### config.mk
export PLATFORM = sky130hd
export DESIGN_NAME = wake_event_status_enable
export DESIGN_NICKNAME = d
export VERILOG_FILES = /design/src/rtl/wake_pkg.sv /design/src/rtl/wake_event_status_enable.sv /design/src/rtl/wake_input_sync.sv
export VERILOG_INCLUDE_DIRS = /design/src /design/src/rtl
export SDC_FILE = /design/constraint.sdc
export NUM_CORES = 1
export LEC_CHECK = 0
export ABC_AREA = 1
export BUFFER_PORTS_ARGS = -buffer_cell sky130_fd_sc_hd__buf_2
export CAP_MARGIN = 0
export CELL_PAD_IN_SITES_DETAIL_PLACEMENT = 1
export CELL_PAD_IN_SITES_GLOBAL_PLACEMENT = 2
export CORE_MARGIN = 3
export CORE_UTILIZATION = 32
export DETAILED_ROUTE_END_ITERATION = 7
export PLACE_DENSITY = 0.86
export REMOVE_ABC_BUFFERS = 1
export SYNTH_ARGS = -nofsm -noshare
export SYNTH_HDL_FRONTEND = slang
export SYNTH_SLANG_ARGS = --single-unit
### constraint.sdc
create_clock -name clk_sys -period 4.95 [get_ports clk_sys]
set_clock_uncertainty 0.2 [all_clocks]
set_input_delay 0.495 -clock clk_sys [delete_from_list [all_inputs] [get_ports clk_sys]]
set_output_delay 0.495 -clock clk_sys [all_outputs]
set_load 0.02 [all_outputs]
### src/rtl/wake_regs.svh
// Register offsets, field positions and reset values of the runtime wake registers
`ifndef WAKE_REGS_SVH
`define WAKE_REGS_SVH

`define WAKE_OFFSET_W 7
`define WAKE_OFF_SUMMARY 7'h00
`define WAKE_OFF_GAP_ONE 7'h01
`define WAKE_OFF_MASTER 7'h02
`define WAKE_OFF_GAP_THREE 7'h03
`define WAKE_OFF_STS_ONE 7'h04
`define WAKE_OFF_STS_TWO 7'h05
`define WAKE_OFF_STS_THREE 7'h06
`define WAKE_STS_COUNT 3
`define WAKE_SUMMARY_FLAG_BIT 0
`define WAKE_MASTER_EN_BIT 0
`define WAKE_RESET_VALUE 8'h00
`define WAKE_STS_ONE_VALID 8'hFE
`define WAKE_STS_TWO_VALID 8'hFF
`define WAKE_STS_THREE_VALID 8'hFF
`define WAKE_SMI_INDEX 19

`endif
### src/rtl/wake_pkg.sv
// Types shared by the runtime wake-event logic
package wake_pkg;
  // Three wake status bytes, index 0 at offset 04
  typedef logic [2:0][7:0] wake_vec_t;
  // One runtime register access, offset already relative to the block base
  typedef struct packed {
    logic wr;
    logic rd;
    logic [6:0] offset;
    logic [7:0] wdata;
  } rt_req_t;
endpackage

### src/rtl/wake_event_status_enable.sv
// Runtime wake-event status, summary flag, master enable and wake request output
`timescale 1ns/1ps
`include "wake_regs.svh"

// How it works
// RQ1 - Summary flag sets whenever a wake would drive
// RQ2 - Registers clear only on standby power reset
// RQ3 - Writing one clears flag, releases wake output
// RQ4 - Writing zero keeps flag; upper bits reserved
// RQ5 - Offsets 01 and 03 read zero
// RQ6 - Master enable bit gates wake output
// RQ7 - Source events set status regardless of enables
// RQ8 - Status bits clear on write one only
// RQ9 - Status one maps rings, keys, mouse, tachometers
// RQ10 - Status two maps pins 10 to 17
// RQ11 - Status three maps pins 20-27 and SMI
// RQ12 - Drive needs source enable, status, master enable
// RQ13 - Host reaches registers at base plus offset
// RQ14 - Output released when nothing pending, flag cleared
module wake_event_status_enable
  import wake_pkg::*;
(
  input wire logic clk_sys,
  input wire logic rst,
  input wire rt_req_t rt_req,
  output logic [7:0] rt_rdata,
  output logic rt_rack,
  input wire logic ring_indicator_first,
  input wire logic ring_indicator_second,
  input wire logic keyboard_wake,
  input wire logic mouse_wake,
  input wire logic specific_key_wake,
  input wire logic tachometer_one_wake,
  input wire logic tachometer_two_wake,
  input wire logic [7:0] gpio_pin_1,
  input wire logic [2:0] gpio_pin_2_low,
  input wire logic [3:0] gpio_pin_2_high,
  input wire logic grouped_smi_status,
  input wire wake_vec_t source_wake_enable,
  output logic wake_request_out_n
);

  // Valid status bits; bit 0 of status one is reserved and never sets
  localparam wake_vec_t STS_VALID = {`WAKE_STS_THREE_VALID, `WAKE_STS_TWO_VALID,
                                     `WAKE_STS_ONE_VALID};

  wake_vec_t raw_pins;
  wake_vec_t pin_rise;
  wake_vec_t events;
  wake_vec_t wake_status;
  wake_vec_t next_wake_status;
  wake_vec_t status_clear;
  logic wake_summary_flag;
  logic next_wake_summary_flag;
  logic wake_master_enable_bit;
  logic next_wake_master_enable_bit;
  logic smi_prev;
  logic pending;
  logic next_pending;
  logic next_wake_request_out_n;
  logic [7:0] next_rt_rdata;
  logic next_rt_rack;
  logic wr_summary;
  logic wr_master;
  logic [1:0] sts_index;
  logic wr_status;

  // Pins laid out exactly as the status bytes read back
  always_comb begin
    raw_pins[0] = {tachometer_two_wake, tachometer_one_wake, specific_key_wake, mouse_wake,
                   keyboard_wake, ring_indicator_first, ring_indicator_second, 1'b0}; // [RQ9]
    raw_pins[1] = gpio_pin_1; // [RQ10]
    raw_pins[2] = {gpio_pin_2_high, 1'b0, gpio_pin_2_low}; // [RQ11]
  end

  // Pins arrive from outside the clock domain, so they are filtered and edge detected
  wake_input_sync #(
    .WIDTH(24)
  ) u_pin_sync (
    .clk_sys(clk_sys),
    .rst(rst),
    .pin_in(raw_pins),
    .rise_pulse(pin_rise)
  );

  // The grouped SMI status is on-chip logic on this clock and needs no synchroniser
  always_comb begin
    events = pin_rise & STS_VALID;
    events[`WAKE_SMI_INDEX / 8][`WAKE_SMI_INDEX % 8] = grouped_smi_status && !smi_prev; // [RQ11]
  end

  // Write decode; the host side has already matched the block base address
  always_comb begin
    wr_summary = rt_req.wr && (rt_req.offset == `WAKE_OFF_SUMMARY);
    wr_master = rt_req.wr && (rt_req.offset == `WAKE_OFF_MASTER);
    wr_status = rt_req.wr && (rt_req.offset >= `WAKE_OFF_STS_ONE) &&
                (rt_req.offset <= `WAKE_OFF_STS_THREE);
    sts_index = 2'(rt_req.offset - `WAKE_OFF_STS_ONE);
    status_clear = '0;
    if (wr_status) begin
      status_clear[sts_index] = rt_req.wdata; // [RQ8]
    end
  end

  // Status: a new event wins over a clear landing in the same cycle
  always_comb begin
    next_wake_status = (wake_status & ~status_clear) | events; // [RQ7] [RQ8]
    next_pending = |(next_wake_status & source_wake_enable); // [RQ12]
    next_wake_master_enable_bit = wake_master_enable_bit;
    if (wr_master) begin
      next_wake_master_enable_bit = rt_req.wdata[`WAKE_MASTER_EN_BIT]; // [RQ6]
    end
    // Flag follows pending work regardless of the master enable; set wins over clear
    next_wake_summary_flag = wake_summary_flag;
    if (wr_summary && rt_req.wdata[`WAKE_SUMMARY_FLAG_BIT]) begin
      next_wake_summary_flag = 1'b0; // [RQ3] [RQ4]
    end
    if (next_pending) begin
      next_wake_summary_flag = 1'b1; // [RQ1]
    end
    // Output is low only while the flag stands and the master enable is on
    next_wake_request_out_n = !(next_wake_summary_flag && next_wake_master_enable_bit); // [RQ6] [RQ14]
  end

  // Read mux; reserved offsets and bits, and anything past the map, read as zero
  always_comb begin
    next_rt_rdata = rt_rdata;
    next_rt_rack = rt_req.rd;
    if (rt_req.rd) begin
      unique case (rt_req.offset)
        `WAKE_OFF_SUMMARY: next_rt_rdata = {7'h00, wake_summary_flag}; // [RQ4]
        `WAKE_OFF_MASTER: next_rt_rdata = {7'h00, wake_master_enable_bit}; // [RQ4]
        `WAKE_OFF_STS_ONE: next_rt_rdata = wake_status[0];
        `WAKE_OFF_STS_TWO: next_rt_rdata = wake_status[1];
        `WAKE_OFF_STS_THREE: next_rt_rdata = wake_status[2];
        default: next_rt_rdata = 8'h00; // [RQ5]
      endcase
    end
  end

  // rst is the standby power reset; main power and soft resets never reach here
  always_ff @(posedge clk_sys) begin
    if (rst) begin
      wake_status <= {`WAKE_RESET_VALUE, `WAKE_RESET_VALUE, `WAKE_RESET_VALUE}; // [RQ2]
      wake_summary_flag <= 1'b0; // [RQ2]
      wake_master_enable_bit <= 1'b0; // [RQ2]
      pending <= 1'b0;
      smi_prev <= 1'b0;
      wake_request_out_n <= 1'b1;
      rt_rdata <= 8'h00;
      rt_rack <= 1'b0;
    end else begin
      wake_status <= next_wake_status;
      wake_summary_flag <= next_wake_summary_flag;
      wake_master_enable_bit <= next_wake_master_enable_bit;
      pending <= next_pending;
      smi_prev <= grouped_smi_status;
      wake_request_out_n <= next_wake_request_out_n;
      rt_rdata <= next_rt_rdata;
      rt_rack <= next_rt_rack;
    end
  end
endmodule

### src/rtl/wake_input_sync.sv
// Pin synchroniser with agreement filter and rising-edge pulse, one per bit
`timescale 1ns/1ps
module wake_input_sync #(
  parameter int WIDTH = 24
) (
  input wire logic clk_sys,
  input wire logic rst,
  input wire logic [WIDTH-1:0] pin_in,
  output logic [WIDTH-1:0] rise_pulse
);
  genvar i;
  generate
    for (i = 0; i < WIDTH; i++) begin : g_bit
      logic s1, s2, s3, level, rise;
      logic next_level, next_rise;
      // A change is accepted only once stages two and three agree
      always_comb begin
        next_level = (s2 == s3) ? s3 : level;
        next_rise = (s2 == s3) && s3 && !level;
      end
      always_ff @(posedge clk_sys) begin
        if (rst) begin
          s1 <= 1'b0;
          s2 <= 1'b0;
          s3 <= 1'b0;
          level <= 1'b0;
          rise <= 1'b0;
        end else begin
          s1 <= pin_in[i];
          s2 <= s1;
          s3 <= s2;
          level <= next_level;
          rise <= next_rise;
        end
      end
      assign rise_pulse[i] = rise;
    end
  endgenerate
endmodule

==> impl_metrics.toml <==
[clock_tree]
path_clk_slew_ns = 0.06
clock-root-buffer = "clkbuf_16"
clkLatencyLatePin_ns = 0.42
holdBufCountCts = 0
cts.htree.levels = 4
clk_path_buf_depth = 2
cts_setup_buffers = 0
cts-resized-gates = 0
cts_sinks = 147
cts_tree = "yes"
cts-buffers-inserted = 17

[setup_path]
path_class = "in -> reg"
arrival_ns = 2.13
path_max_fanout = 15
worstPathRequired_ns = 5.01
startpoint_type = "primary input"
worstSetupEndpointType = "flip-flop"

[power_and_ir_drop]
switching_power_uw = 588.5
switching_share_pct = 22.50
combPwrFrac_pct = 4.9
p_leak_uw = 0.003098
power.internal_uw = 2028
power.total_uw = 2616
power_frac_seq_pct = 46.8
power_density_nw_per_um2 = 392.6
peakVddDrop_v = 0.0002418
clock_power_share_pct = 48.3

[global_route]
antenna_found_initial = 0
grt_pass1_vias = 4482
gr-total-overflow = 0
grt_pass1_wl_mm = 20.80
grt.total_usage_pct = 14.41
grt_max_degree = 102

[timing]
setup_viol = 0
holdWs_ns = 0.07335
relSlewSlack_pct = 29.82
rsz0062_at_grt = "false"
fin_tns_setup_ns = 0
max_freq_ghz = 0.4826
drv_slew = 0
fin_crit_sh_pct = 41.86
worst_slew_pin_slew_ns = 1.053
timing_hold_violations_final = 0
post-route-min-period_ns = 2.072

[floorplan]
rows = 47
core_area_um2 = 16700
num_io_pins = 76
die_w_um = 137.2
die_h_um = 137.2
start_util_pct = 32.97
die-area_um2 = 18820

[final_layout]
drive_above_1_share_pct = 17.17
final_cell_mix = "dfxtp_1 (147), nand2_1 (129), nor2_1 (118), inv_1 (106), buf_2 (74)"
multi_input_area_um2 = 2064
syn2layout_area_growth_pct = 21.02
final_cell_count_no_fill = 977
final_util_pct = 39.90
mostFrequentLayoutCell = "dfxtp_1"
antenna_cells = 0
final_nets = 832
nFillCells = 2024
seqCellArea_um2 = 2943

[routing]
first_iter_violations = 141
via_per_inst = 4.362
vias = 4262
routedWlPerCell_um = 13.08
firstDrtPassIters = 4
route.detailed.drc = 0
drtAntennaViolNets = 0
drt_wl_total_mm = 12.78

[placement]
place_congestion = 0.8370
dp.cells = 945
io_buffers = 75
dp_hpwl_mm = 9.246

[logic_synthesis]
ys_warn_count = 0
yosysTopAreaCellShare_pct = 53.44
syn_inst = 668
avgSynthCellArea_um2 = 8.243
ys_ff_latch = 147
synth.area.top_cells = "dfxtp_1 (53%), nand2_1 (8.8%), nor2_1 (8.0%), inv_1 (7.2%), ha_1 (5.0%)"
yosysSeqAreaShare_pct = 53.44
synth_cell_types = 26
syn_area_um2 = 5507
synth_top_cell_by_area = "dfxtp_1"

[worst_hold_path]
worst_hold_path_type = "in -> reg"

[run_status]
outcome = "finished clean"

[job]
maxCapViolCount = 0
-- cells by family (layout without fill, tap and decap cells) --
family                     after synthesis  after routing  share of synthesized area [%]
DFF                                    147            147                          53.44
AOI/OAI and AO/OA                       40             40                          3.931
buffers and inverters                  128            217                          9.066
muxes                                   22             22                          3.999
adders and majority gates               22             22                          4.999
and+or+nand+nor                        309            309                          24.56
-- critical path, stage by stage --
cell and delay (ns):
buf_2 0.13, nor2_1 0.20, nand2_2 0.10, nor2_4 0.39
nand2_1 0.12, nand2_1 0.10, nand2_1 0.07, nand2_1 0.07
nand2_1 0.10, nor2_1 0.12, nand2_1 0.07, nor2_2 0.11
a21oi_1 0.07
-- through the flow --
step	setup WS [ns]	area, um2
after floorplan	2.971	5416
after global placement	2.551	6077
after detailed placement	2.450	6077
after CTS	2.899	6664
after global routing	2.708	6664
final	2.878	6664
-- routing by layer --
layer  GRT usage, %  up-vias  wire (um)
li1               -     2185          -
met1          17.12     1976       5774
met2          24.47       84       6153
met3          4.237       17        637
met4          5.710        0        209
met5              0        -          0
-- sequential cells by signal, indices dropped and copies added (netlist names) --
name	count
wake_status	24
u_pin_sync.g_bit.s2	22
u_pin_sync.g_bit.level	22
u_pin_sync.g_bit.rise	22
rt_rdata	8
rt_rack	1
smi_prev	1
wake_master_enable_bit	1
u_pin_sync.g_bit.s1	22
wake_summary_flag	1
u_pin_sync.g_bit.s3	22
wake_request_out_n	1
-- power by group through the flow --
stage	logic (uW)	registers (uW)	clock network, uW
after CTS	131	1230	1300
after floorplan	59.6	1250	0
after global placement	124	1250	0
after detailed placement	129	1250	0
final	128	1230	1260
after global routing	146	1230	1340
-- final timing paths --
kind                                start                      end  slack (ns)  cells past startpoint
setup / recovery                rt_req[8]        wake_summary_flag        2.88                     13
setup reg to reg           wake_status[4]        wake_summary_flag        3.59                      8
hold reg to reg   u_pin_sync.g_bit[21].s1  u_pin_sync.g_bit[21].s2        0.20                      2
hold / removal              gpio_pin_1[4]  u_pin_sync.g_bit[12].s1        0.07                      3
-- cell type report --
class                           instances  share of cell area (%)
Sequential cell                       147                   44.16
Multi-Input combinational cell        393                   30.98
Clock buffer                           19                   6.797
Inverter                              109                   6.140
Timing Repair Buffer                   76                   5.783
Tap cell                              220                   4.131
Clock inverter                         13                   2.009
-- synthesized netlist by cell type, drive strengths merged --
library cell	n
o21bai	2
dfxtp	147
ha	22
nor2	127
a311oi	1
clkinv	1
nand3	18
inv	108
a21oi	32
o21ai	1
o211ai	2
o22ai	1
or2	1
buf	2
clkbuf	17
a31oi	1
nand2	139
mux2i	22
nor3	2
nor3b	22
No activity file was read; power rests on OpenSTA's default activity.
